**src/prf_pkg.sv**
```systemverilog
// Shared constants, types and field layouts of the purge reply and error framer.
package prf_pkg;

  // ****************************************************************
  // Buffer geometry
  // ****************************************************************
  localparam int unsigned RAM_AW = 8;
  localparam int unsigned RAM_DW = 8;
  localparam logic [15:0] RAM_DEPTH = 16'h0100;

  // ****************************************************************
  // Operation type codes and error codes
  // ****************************************************************
  localparam logic [7:0] OPT_PURGE_REQ = 8'h05;
  localparam logic [7:0] OPT_PURGE_REPLY = 8'h06;
  localparam logic [7:0] OPT_ERR_IND = 8'h88;
  localparam logic [15:0] ERR_AUTH_FAIL = 16'h000B;

  // ****************************************************************
  // Octet offsets of the fixed and mandatory common header
  // ****************************************************************
  localparam logic [7:0] OFS_AFN = 8'h00;
  localparam logic [7:0] OFS_PRO_TYPE = 8'h02;
  localparam logic [7:0] OFS_SNAP = 8'h04;
  localparam logic [7:0] OFS_HOP = 8'h09;
  localparam logic [7:0] OFS_PKTSZ = 8'h0A;
  localparam logic [7:0] OFS_CSUM = 8'h0C;
  localparam logic [7:0] OFS_EXTOFF = 8'h0E;
  localparam logic [7:0] OFS_OP_VER = 8'h10;
  localparam logic [7:0] OFS_OP_TYPE = 8'h11;
  localparam logic [7:0] OFS_SHTL = 8'h12;
  localparam logic [7:0] OFS_SSTL = 8'h13;
  localparam logic [7:0] OFS_SRC_PLEN = 8'h14;
  localparam logic [7:0] OFS_DST_PLEN = 8'h15;
  localparam logic [7:0] OFS_FLAGS = 8'h16;
  localparam logic [7:0] OFS_REQ_ID = 8'h18;
  localparam logic [7:0] OFS_NBMA = 8'h1C;
  localparam int unsigned NO_REPLY_BIT = 7;

  // ****************************************************************
  // Address lengths and reset values
  // ****************************************************************
  localparam logic [7:0] ATM_ADDR_LEN = 8'h14;
  localparam logic [7:0] PROTO_ADDR_LEN = 8'h04;
  localparam logic [5:0] ADDR_LEN_MASK = 6'h3F;
  localparam logic [7:0] BYTE_RST = 8'h00;
  localparam logic [15:0] WORD_RST = 16'h0000;
  localparam logic [31:0] ADDR_RST = 32'h00000000;

  // ****************************************************************
  // Types
  // ****************************************************************
  typedef enum logic [1:0] {
    PRF_KIND_FWD,
    PRF_KIND_REPLY,
    PRF_KIND_ERR
  } prf_kind_e;

  typedef struct packed {
    logic valid;
    logic last;
    logic [7:0] data;
  } prf_byte_s;

  typedef struct packed {
    logic valid;
    logic last;
    prf_kind_e kind;
    logic [7:0] data;
  } prf_tx_s;

  typedef struct packed {
    logic [15:0] afn;
    logic [15:0] pro_type;
    logic [39:0] snap;
    logic [7:0] hop;
    logic [7:0] op_version;
    logic [159:0] atm_addr;
    logic sub_en;
    logic [159:0] sub_addr;
    logic src_proto_en;
    logic [31:0] src_proto;
  } prf_cfg_s;

  typedef struct packed {
    logic [15:0] code;
    logic [15:0] offset;
    logic [7:0] dst_len;
    logic [31:0] dst_addr;
    logic [15:0] csum;
  } prf_err_s;

endpackage

```
**src/prf_pkt_ram.sv**
```systemverilog
// Packet store holding one received packet until its fate is known.
`timescale 1ns/1ps
module prf_pkt_ram (
  // Clock, reset and enable
  input wire logic i_sys_clk,
  input wire logic i_rst,
  input wire logic i_ce,
  // Write port
  input wire logic i_we,
  input wire logic [prf_pkg::RAM_AW-1:0] i_waddr,
  input wire logic [prf_pkg::RAM_DW-1:0] i_wdata,
  // Read port
  input wire logic [prf_pkg::RAM_AW-1:0] i_raddr,
  output logic [prf_pkg::RAM_DW-1:0] o_rdata
);
  import prf_pkg::*;

  logic [RAM_DW-1:0] mem [0:(1<<RAM_AW)-1];

  always_ff @(posedge i_sys_clk) begin
    if (i_ce && i_we) begin
      mem[i_waddr] <= i_wdata;
    end
  end

  always_ff @(posedge i_sys_clk or posedge i_rst) begin
    if (i_rst) begin
      o_rdata <= BYTE_RST;
    end else if (i_ce) begin
      o_rdata <= mem[i_raddr];
    end
  end

endmodule

```
**src/prf_err_gen.sv**
```systemverilog
// Byte generator for the error indication message, one octet per index.
`timescale 1ns/1ps
module prf_err_gen (
  // Clock, reset and enable
  input wire logic i_sys_clk,
  input wire logic i_rst,
  input wire logic i_ce,
  // Byte request and message content
  input wire logic [7:0] i_idx,
  input wire prf_pkg::prf_cfg_s i_cfg,
  input wire prf_pkg::prf_err_s i_err,
  // Answer
  output logic [7:0] o_byte,
  output logic [7:0] o_len
);
  import prf_pkg::*;

  logic [7:0] sub_len;
  logic [7:0] src_len;
  logic [7:0] ofs_sub;
  logic [7:0] ofs_src;
  logic [7:0] ofs_dst;
  logic [7:0] hdr_byte;
  logic [7:0] next_byte;

  function automatic logic [7:0] pick(input logic [159:0] vec,
                                      input logic [7:0] k);
    pick = vec[159 - 8 * k -: 8];
  endfunction

  // ****************************************************************
  // Layout
  // ****************************************************************
  assign sub_len = i_cfg.sub_en ? ATM_ADDR_LEN : 8'h00;
  assign src_len = i_cfg.src_proto_en ? PROTO_ADDR_LEN : 8'h00;
  assign ofs_sub = OFS_NBMA + ATM_ADDR_LEN;
  assign ofs_src = ofs_sub + sub_len;
  assign ofs_dst = ofs_src + src_len;
  // The message ends after the last address; nothing follows.
  assign o_len = ofs_dst + i_err.dst_len;

  // ****************************************************************
  // Header octets
  // ****************************************************************
  always_comb begin
    hdr_byte = 8'h00;
    case (i_idx)
      OFS_AFN: hdr_byte = i_cfg.afn[15:8];
      OFS_AFN + 8'h01: hdr_byte = i_cfg.afn[7:0];
      OFS_PRO_TYPE: hdr_byte = i_cfg.pro_type[15:8];
      OFS_PRO_TYPE + 8'h01: hdr_byte = i_cfg.pro_type[7:0];
      OFS_SNAP: hdr_byte = i_cfg.snap[39:32];
      OFS_SNAP + 8'h01: hdr_byte = i_cfg.snap[31:24];
      OFS_SNAP + 8'h02: hdr_byte = i_cfg.snap[23:16];
      OFS_SNAP + 8'h03: hdr_byte = i_cfg.snap[15:8];
      OFS_SNAP + 8'h04: hdr_byte = i_cfg.snap[7:0];
      OFS_HOP: hdr_byte = i_cfg.hop;
      OFS_PKTSZ + 8'h01: hdr_byte = o_len;
      OFS_CSUM: hdr_byte = i_err.csum[15:8];
      OFS_CSUM + 8'h01: hdr_byte = i_err.csum[7:0];
      // Extension offset stays zero: no extension is ever appended.
      OFS_EXTOFF: hdr_byte = 8'h00;
      OFS_OP_VER: hdr_byte = i_cfg.op_version;
      OFS_OP_TYPE: hdr_byte = OPT_ERR_IND;
      OFS_SHTL: hdr_byte = ATM_ADDR_LEN;
      OFS_SSTL: hdr_byte = sub_len;
      OFS_SRC_PLEN: hdr_byte = src_len;
      OFS_DST_PLEN: hdr_byte = i_err.dst_len;
      // Flags are unused and sent as zero.
      OFS_FLAGS: hdr_byte = 8'h00;
      OFS_REQ_ID: hdr_byte = i_err.code[15:8];
      OFS_REQ_ID + 8'h01: hdr_byte = i_err.code[7:0];
      OFS_REQ_ID + 8'h02: hdr_byte = i_err.offset[15:8];
      OFS_REQ_ID + 8'h03: hdr_byte = i_err.offset[7:0];
      default: hdr_byte = 8'h00;
    endcase
  end

  // ****************************************************************
  // Address octets and output register
  // ****************************************************************
  always_comb begin
    next_byte = 8'h00;
    if (i_idx < OFS_NBMA) begin
      next_byte = hdr_byte;
    end else if (i_idx < ofs_sub) begin
      next_byte = pick(i_cfg.atm_addr, i_idx - OFS_NBMA);
    end else if (i_idx < ofs_src) begin
      next_byte = pick(i_cfg.sub_addr, i_idx - ofs_sub);
    end else if (i_idx < ofs_dst) begin
      next_byte = pick({i_cfg.src_proto, 128'h0}, i_idx - ofs_src);
    end else if (i_idx < o_len) begin
      next_byte = pick({i_err.dst_addr, 128'h0}, i_idx - ofs_dst);
    end
  end

  always_ff @(posedge i_sys_clk or posedge i_rst) begin
    if (i_rst) begin
      o_byte <= BYTE_RST;
    end else if (i_ce) begin
      o_byte <= next_byte;
    end
  end

endmodule

```
**src/prf_framer.sv**
```systemverilog
// Purge reply and error indication framer for control messages over ATM.
`timescale 1ns/1ps
// What this block does
// - Reply is the request with type changed
// - Reply operation type is 0x06
// - No-reply flag decides whether reply goes out
// - Reply copies the whole common header
// - Reply copies every client information element
// - Reply copies every extension
// - Error indication operation type is 0x88
// - Flags ignored; request id holds code, offset
// - Source NBMA is own ATM address, subaddress
// - Optional source protocol address, else length zero
// - Optional destination address names faulty sender
// - Only code 0x000B, authentication failure, generated
// - Offset counts octets from fixed header start
// - Never answer an error indication with one
// - Drop the faulty packet when indicating error
// - At most one error indication per packet
// - Error indication carries no client elements
// - Error indication carries no extensions
// - Purge request recognised by type 0x05
module prf_framer (
  // Clock, reset and enable
  input wire logic i_sys_clk,
  input wire logic i_rst,
  input wire logic i_ce,
  // Received packet stream
  input wire prf_pkg::prf_byte_s i_rx,
  input wire logic i_fault,
  output logic o_rx_ready,
  // Identity of this component
  input wire prf_pkg::prf_cfg_s i_cfg,
  // Outgoing message stream
  output prf_pkg::prf_tx_s o_tx,
  input wire logic i_tx_ready,
  // Events
  output logic o_purge,
  output logic o_drop
);
  import prf_pkg::*;

  typedef enum logic [2:0] {
    S_RECV,
    S_DECIDE,
    S_SUM_FETCH,
    S_SUM_ADD,
    S_FETCH,
    S_LOAD,
    S_HOLD
  } prf_state_e;

  prf_state_e state;
  prf_state_e next_state;
  prf_kind_e kind;
  prf_kind_e next_kind;
  logic [15:0] rx_cnt;
  logic [15:0] pkt_len;
  logic [7:0] op_type;
  logic no_reply;
  logic [5:0] shtl_len;
  logic [5:0] sstl_len;
  logic [7:0] src_plen;
  logic fault_seen;
  logic [15:0] fault_ofs;
  logic [7:0] dst_byte [0:3];
  logic [31:0] dst_addr;
  logic [7:0] idx;
  logic [15:0] acc;
  logic [15:0] csum;
  logic [7:0] ram_q;
  logic [7:0] gen_q;
  logic [7:0] gen_len;
  prf_err_s err;

  // ****************************************************************
  // Receive decode
  // ****************************************************************
  logic rx_take;
  logic rx_end;
  logic rx_fits;
  logic [15:0] dst_start;
  logic [15:0] dst_k;
  logic dst_hit;
  logic fault_set;
  logic back_to_recv;

  assign o_rx_ready = (state == S_RECV);
  assign rx_take = i_rx.valid & o_rx_ready;
  assign rx_end = rx_take & i_rx.last;
  assign rx_fits = (rx_cnt < RAM_DEPTH);
  assign dst_start = 16'(OFS_NBMA) + 16'(shtl_len) + 16'(sstl_len);
  assign dst_k = rx_cnt - dst_start;
  assign dst_hit = rx_take & (rx_cnt >= dst_start) &
                   (dst_k < 16'(PROTO_ADDR_LEN));
  assign fault_set = rx_take & i_fault & ~fault_seen;
  assign back_to_recv = (next_state == S_RECV) & (state != S_RECV);

  // ****************************************************************
  // Decision on a complete packet
  // ****************************************************************
  logic too_long;
  logic is_err_in;
  logic is_purge;
  logic dec_gen_err;
  logic dec_reply;
  logic dec_fwd;

  assign too_long = (pkt_len > RAM_DEPTH);
  assign is_err_in = (op_type == OPT_ERR_IND);
  assign is_purge = (op_type == OPT_PURGE_REQ) & ~fault_seen;
  assign dec_gen_err = fault_seen & ~is_err_in;
  // The sender usually asks for no reply; only a clear flag answers.
  assign dec_reply = is_purge & ~no_reply & ~too_long;
  assign dec_fwd = ~fault_seen & ~too_long & ~is_purge;

  // ****************************************************************
  // Output sequencing
  // ****************************************************************
  logic [7:0] last_idx;
  logic is_last;
  logic [15:0] word;
  logic [16:0] sum_tmp;
  logic [15:0] next_acc;
  logic [7:0] load_byte;

  assign last_idx = (kind == PRF_KIND_ERR) ? gen_len - 8'h01 :
                    8'(pkt_len - 16'h0001);
  assign is_last = (idx == last_idx);
  assign word = idx[0] ? {8'h00, gen_q} : {gen_q, 8'h00};
  assign sum_tmp = {1'b0, acc} + {1'b0, word};
  assign next_acc = sum_tmp[15:0] + {15'h0000, sum_tmp[16]};
  // Every octet but the type is copied from the stored request.
  // This covers its elements and its extensions alike.
  assign load_byte = (kind == PRF_KIND_ERR) ? gen_q :
                     (kind == PRF_KIND_REPLY && idx == OFS_OP_TYPE) ?
                     OPT_PURGE_REPLY : ram_q;
  assign next_kind = dec_gen_err ? PRF_KIND_ERR :
                     dec_reply ? PRF_KIND_REPLY : PRF_KIND_FWD;

  always_comb begin
    next_state = state;
    case (state)
      S_RECV: begin
        if (rx_end) begin
          next_state = S_DECIDE;
        end
      end
      S_DECIDE: begin
        if (dec_gen_err) begin
          next_state = S_SUM_FETCH;
        end else if (dec_reply || dec_fwd) begin
          next_state = S_FETCH;
        end else begin
          next_state = S_RECV;
        end
      end
      S_SUM_FETCH: next_state = S_SUM_ADD;
      S_SUM_ADD: next_state = is_last ? S_FETCH : S_SUM_FETCH;
      S_FETCH: next_state = S_LOAD;
      S_LOAD: next_state = S_HOLD;
      S_HOLD: begin
        if (i_tx_ready) begin
          next_state = is_last ? S_RECV : S_FETCH;
        end
      end
      default: next_state = S_RECV;
    endcase
  end

  always_ff @(posedge i_sys_clk or posedge i_rst) begin
    if (i_rst) begin
      state <= S_RECV;
      kind <= PRF_KIND_FWD;
    end else if (i_ce) begin
      state <= next_state;
      if (state == S_DECIDE) begin
        kind <= next_kind;
      end
    end
  end

  // ****************************************************************
  // Receive counters and captured fields
  // ****************************************************************
  always_ff @(posedge i_sys_clk or posedge i_rst) begin
    if (i_rst) begin
      rx_cnt <= WORD_RST;
      pkt_len <= WORD_RST;
    end else if (i_ce) begin
      if (back_to_recv) begin
        rx_cnt <= WORD_RST;
      end else if (rx_take) begin
        rx_cnt <= rx_cnt + 16'h0001;
      end
      if (rx_end) begin
        pkt_len <= rx_cnt + 16'h0001;
      end
    end
  end

  always_ff @(posedge i_sys_clk or posedge i_rst) begin
    if (i_rst) begin
      op_type <= BYTE_RST;
      no_reply <= 1'b0;
      shtl_len <= 6'h00;
      sstl_len <= 6'h00;
      src_plen <= BYTE_RST;
    end else if (i_ce) begin
      if (back_to_recv) begin
        op_type <= BYTE_RST;
        no_reply <= 1'b0;
        shtl_len <= 6'h00;
        sstl_len <= 6'h00;
        src_plen <= BYTE_RST;
      end else if (rx_take) begin
        if (rx_cnt == 16'(OFS_OP_TYPE)) begin
          op_type <= i_rx.data;
        end
        if (rx_cnt == 16'(OFS_FLAGS)) begin
          no_reply <= i_rx.data[NO_REPLY_BIT];
        end
        if (rx_cnt == 16'(OFS_SHTL)) begin
          shtl_len <= i_rx.data[5:0] & ADDR_LEN_MASK;
        end
        if (rx_cnt == 16'(OFS_SSTL)) begin
          sstl_len <= i_rx.data[5:0] & ADDR_LEN_MASK;
        end
        if (rx_cnt == 16'(OFS_SRC_PLEN)) begin
          src_plen <= i_rx.data;
        end
      end
    end
  end

  // Only the first fault of a packet is kept, so one message at most.
  always_ff @(posedge i_sys_clk or posedge i_rst) begin
    if (i_rst) begin
      fault_seen <= 1'b0;
      fault_ofs <= WORD_RST;
    end else if (i_ce) begin
      if (back_to_recv) begin
        fault_seen <= 1'b0;
      end else if (fault_set) begin
        fault_seen <= 1'b1;
        fault_ofs <= rx_cnt;
      end
    end
  end

  // The sender's protocol address becomes the destination of the answer.
  generate
    for (genvar g = 0; g < 4; g++) begin : g_dst
      always_ff @(posedge i_sys_clk or posedge i_rst) begin
        if (i_rst) begin
          dst_byte[g] <= BYTE_RST;
        end else if (i_ce && dst_hit && dst_k[1:0] == 2'(g)) begin
          dst_byte[g] <= i_rx.data;
        end
      end
    end
  endgenerate

  assign dst_addr = {dst_byte[0], dst_byte[1], dst_byte[2], dst_byte[3]};

  // ****************************************************************
  // Error message content
  // ****************************************************************
  // An address longer than the field is omitted rather than cut short.
  assign err.code = ERR_AUTH_FAIL;
  assign err.offset = fault_ofs;
  assign err.dst_len = (src_plen <= PROTO_ADDR_LEN) ? src_plen :
                       8'h00;
  assign err.dst_addr = dst_addr;
  assign err.csum = csum;

  // ****************************************************************
  // Index, checksum and output register
  // ****************************************************************
  always_ff @(posedge i_sys_clk or posedge i_rst) begin
    if (i_rst) begin
      idx <= BYTE_RST;
      acc <= WORD_RST;
      csum <= WORD_RST;
    end else if (i_ce) begin
      if (state == S_DECIDE) begin
        idx <= BYTE_RST;
        acc <= WORD_RST;
        csum <= WORD_RST;
      end else if (state == S_SUM_ADD) begin
        acc <= next_acc;
        idx <= is_last ? BYTE_RST : idx + 8'h01;
        if (is_last) begin
          csum <= ~next_acc;
        end
      end else if (state == S_HOLD && i_tx_ready) begin
        idx <= idx + 8'h01;
      end
    end
  end

  always_ff @(posedge i_sys_clk or posedge i_rst) begin
    if (i_rst) begin
      o_tx <= '0;
    end else if (i_ce) begin
      if (state == S_LOAD) begin
        o_tx.valid <= 1'b1;
        o_tx.last <= is_last;
        o_tx.kind <= kind;
        o_tx.data <= load_byte;
      end else if (state == S_HOLD && i_tx_ready) begin
        o_tx.valid <= 1'b0;
      end
    end
  end

  // The faulty or oversized packet is simply never read out.
  always_ff @(posedge i_sys_clk or posedge i_rst) begin
    if (i_rst) begin
      o_purge <= 1'b0;
      o_drop <= 1'b0;
    end else if (i_ce) begin
      o_purge <= (state == S_DECIDE) & is_purge & ~too_long;
      o_drop <= (state == S_DECIDE) & (fault_seen | too_long);
    end
  end

  // ****************************************************************
  // Packet store and message generator
  // ****************************************************************
  prf_pkt_ram u_ram (
    .i_sys_clk(i_sys_clk),
    .i_rst(i_rst),
    .i_ce(i_ce),
    .i_we(rx_take & rx_fits),
    .i_waddr(rx_cnt[7:0]),
    .i_wdata(i_rx.data),
    .i_raddr(idx),
    .o_rdata(ram_q)
  );

  prf_err_gen u_gen (
    .i_sys_clk(i_sys_clk),
    .i_rst(i_rst),
    .i_ce(i_ce),
    .i_idx(idx),
    .i_cfg(i_cfg),
    .i_err(err),
    .o_byte(gen_q),
    .o_len(gen_len)
  );

endmodule

```
**config.mk**
```make
export PLATFORM = sky130hd
export DESIGN_NAME = prf_framer
export DESIGN_NICKNAME = d
export VERILOG_FILES = /design/src/prf_pkg.sv /design/src/prf_pkt_ram.sv /design/src/prf_err_gen.sv /design/src/prf_framer.sv
export SDC_FILE = /design/constraint.sdc
export NUM_CORES = 2
export LEC_CHECK = 0
export BUFFER_PORTS_ARGS = -buffer_cell sky130_fd_sc_hd__buf_2
export CORE_MARGIN = 4
export CORE_UTILIZATION = 45
export CTS_CLUSTER_DIAMETER = 150
export CTS_CLUSTER_SIZE = 25
export DETAILED_ROUTE_END_ITERATION = 8
export SYNTH_ARGS = -nofsm -noshare
export SYNTH_HDL_FRONTEND = slang
export SYNTH_SLANG_ARGS = --single-unit
export TNS_END_PERCENT = 100
```
**constraint.sdc**
```tcl
create_clock -name i_sys_clk -period 9 [get_ports i_sys_clk]
set_clock_uncertainty 0.05 [all_clocks]
set_input_delay 0.45 -clock i_sys_clk [delete_from_list [all_inputs] [get_ports i_sys_clk]]
set_output_delay 0.45 -clock i_sys_clk [all_outputs]
set_load 0.01 [all_outputs]
```
==> impl_metrics.csv <==
group,metric,value,unit
job,cap_violations,0,
clocking,cts_tree,"yes",
clocking,ctsResizeCount,0,
power,switching_share,0.340,
worst_setup_path,path_max_fanout,45,
global_routing,grt_remaining_overflow,0,
detailed_routing,ant_nets,0,
global_routing,grt_use_met2,0.393,
yosys,mappedNetlistArea,94100,sq um
worst_setup_path,slowest_delay,1.03,ns
die,start_util,0.453,
detailed_routing,drt_iter0_drc,6695,
sta,hold_violations,0,
worst_setup_path,cpMostUsedCell,"ha_1",
global_routing,antenna_found_initial,35,
clocking,cts_inserted_buffers,99,
power,p_int,17900,uW
worst_setup_path,end_kind,"register",
power,power_frac_seq,0.447,
yosys,yosysTopAreaCell,"edfxtp_1",
yosys,ys_seq_area_frac,0.703,
sta,fmax,180,MHz
cells_and_area,multi_input_area,26600,sq um
power,combPwrFrac,0.360,
sta,tightest_slew,1.41,ns
yosys,yosys-top-cells-area,"edfxtp_1 65%, mux4_2 18%, dfrtp_1 4.9%",
worst_setup_path,cp-start-kind,"register",
sta,final.setup.tns,0,ns
sta,relSlewSlack,0.0573,
place,io_buffers,471,
cells_and_area,utilization,0.494,
global_routing,grt_busiest_layer,"met2",
cells_and_area,final_cell_mix,"2048 x edfxtp_1, 742 x mux4_2, 463 x buf_2",
clocking,cts.sinks,2233,
worst_setup_path,criticalPathCategory,"register to register",
cells_and_area,syn_to_final_growth,8.99,%
place,hpwlAfterDp,176000,um
power,p_sw,9210,uW
yosys,synthArstFlopShare,0.0828,
power,ir_worst_vdd,0.236,mV
worst_setup_path,critPathBufInv,1,
clocking,clock_path_buffers,3,
cells_and_area,nFillCells,17000,
yosys,synth-edff-count,2048,
global_routing,use_met3,0.0399,
global_routing,grt_use_total,0.248,
global_routing,grt_max_degree,151,
sta,fin_crit_sh,0.617,
clocking,postCtsSetupBuffers,0,
clocking,insertion_delay,0.79,ns
yosys,synth_warnings,0,
power,total_power,27100,uW
sta,rsz0062_at_grt,"false",
yosys,synth-main-ff-cell,"edfxtp_1",
cells_and_area,nNetsFinal,5851,
cells_and_area,seqCellArea,66100,sq um
die,die_w,465,um
power,clkPwrFrac,0.193,
cells_and_area,drive_gt1_frac,0.281,
cells_and_area,layout_commonest_cell,"edfxtp_1",
yosys,synth_cells,4952,
sta,period_needed,5.55,ns
worst_setup_path,crit_family,"compound AO/OA/AOI/OAI gates",
die,die_area,216000,sq um
yosys,syn_area_per_cell,19.0,sq um
yosys,synth_top_area_share,0.654,
yosys,synth-seq-cells,2233,
power,p_per_area,264,nW/um^2
detailed_routing,dr.pass1.iters,5,
clocking,clk_pin_slew,0.10,ns
detailed_routing,wirelength,272000,um
sta,slew_violations,0,
sta,setup_viol,0,
detailed_routing,wire_per_inst,33.3,um
clocking,cts_max_level,3,
global_routing,grt_use_met1,0.359,
worst_setup_path,path_cells,"buf_4 > and2_1 > ha_1 > o21a_1 > a21o_1 > a2111oi_0 > o31ai_1 > a21oi_1 > nor2b_1 > o21ai_0 > nand2b_1 > ha_1 > ha_1 > and3_1 > nand3_1 > nand4bb_1 > nor3_1 > xor2_1 > a22o_1",
worst_setup_path,cp_data_arrival_time,6.15,ns
min_path,worstHoldPathType,"input port to register",
die,chipHeight,465,um
detailed_routing,via_per_inst,6.23,
detailed_routing,drc,0,
global_routing,grt_pass1_vias,50200,
power,p_leak,0.0328,uW
detailed_routing,via_count,50800,
worst_setup_path,cp.required,9.60,ns
global_routing,grt_pass1_wl,385000,um
yosys,synth_cell_types,96,
die,ioPinCount,472,
die,core,207000,sq um
die,rows,167,
place,globalplace.congestion,1.04,
worst_setup_path,slowest_stage,"dfrtp_4",
status,outcome,"complete, no violations",
clocking,clockRootBuffer,"clkbuf_16",
==> what timing repair did <==
item	CTS	global route
hold endpoints to repair	114	0
setup endpoints to repair	0	0
hold buffers	5	0
==> final timing paths <==
check	slack, ns	depth (start not counted)	to	from
worst min-delay path	0.11	3	op_type[2]	i_rx[2]
worst min register to register	0.44	2	pkt_len[12]	pkt_len[12]
worst max-delay path	3.45	19	csum[14]	idx[0]
min in group asynchronous	0.32	3	o_tx[8]	i_rst
max in group asynchronous	6.79	4	idx[0]	i_rst
worst max register to register	3.45	19	csum[14]	idx[0]
==> Yosys cell counts, drive strengths merged, types with 5 or more instances <==
cell and count:
nand2 223, o21ai 131, nor3 47, a21oi 90
buf 105, and2 21, nor2b 18, xor2 26
and3 33, mux2i 6, a31oi 24, nand2b 13
o21a 10, ha 77, o211ai 8, nand3 58
a222oi 6, a21o 15, a2111oi 7, clkbuf 202
xnor2 47, fa 5, edfxtp 2048, dfrtp 185
o22ai 13, a22oi 88, a22o 30, mux2 36
a211oi 19, nor4 12, a221oi 16, mux4 742
nand4 24, nor2 353, or3 7, inv 79
a21boi 5, o31ai 29, o21bai 6
==> per-layer routing <==
metal	part of all wire	vias to the layer above
met3	0.081	299
li1	-	20900
met2	0.48	2342
met5	0.00034	-
met4	0.031	14
met1	0.41	27200
==> worst min-delay path: stages <==
cell	delay [ns]
buf_8	0.23
nand2_1	0.13
o21ai_1	0.07
==> registers in the layout, indices dropped and copies added, names as in the netlist, 12 cells and up <==
name       flops
csum          16
fault_ofs     16
dst_addr      32
u_ram.mem   2048
rx_cnt        16
o_tx          12
acc           16
pkt_len       16
==> per-stage QoR <==
step | worst slack [ns] | area (sq um) | instances | hold WS [ns]
after floorplan | 3.40 | 94100 | 4955 | 0.395
after global placement | 3.35 | 99700 | 7994 | 0.414
after detailed placement | 3.36 | 99700 | 7994 | 0.422
after CTS | 3.32 | 103000 | 8146 | 0.0517
after global routing | 2.89 | 103000 | 8151 | 0.139
final | 3.45 | 103000 | 8156 | 0.115
==> cells by family after synthesis <==
group / share of synthesized area
xor+xnor: 0.00704
simple gates: 0.0399
mux: 0.183
other cells: 0.0000798
fa+ha+maj: 0.0113
buf+inv: 0.0161
flops: 0.703
compound gates: 0.0401
==> power by group through the flow <==
stage	Combinational (uW)	Sequential, uW	Clock (uW)
3_5_place_dp	9780	12300	0
4_1_cts	9810	12100	5330
2_1_floorplan	6550	11900	0
5_1_grt	10300	12100	5730
3_3_place_gp	9730	12300	0
6_report	9740	12100	5230
==> cell type report <==
cell class	instances	share of cell area
clock buffers	139	0.0260
well taps	2788	0.0340
diodes	10	0.000244
clock inverters	8	0.000757
inverters	83	0.00318
multi-input cells	2332	0.259
repair buffers	563	0.0314
flip-flops and latches	2233	0.645
Note: power is estimated with default switching activity, not from simulation.
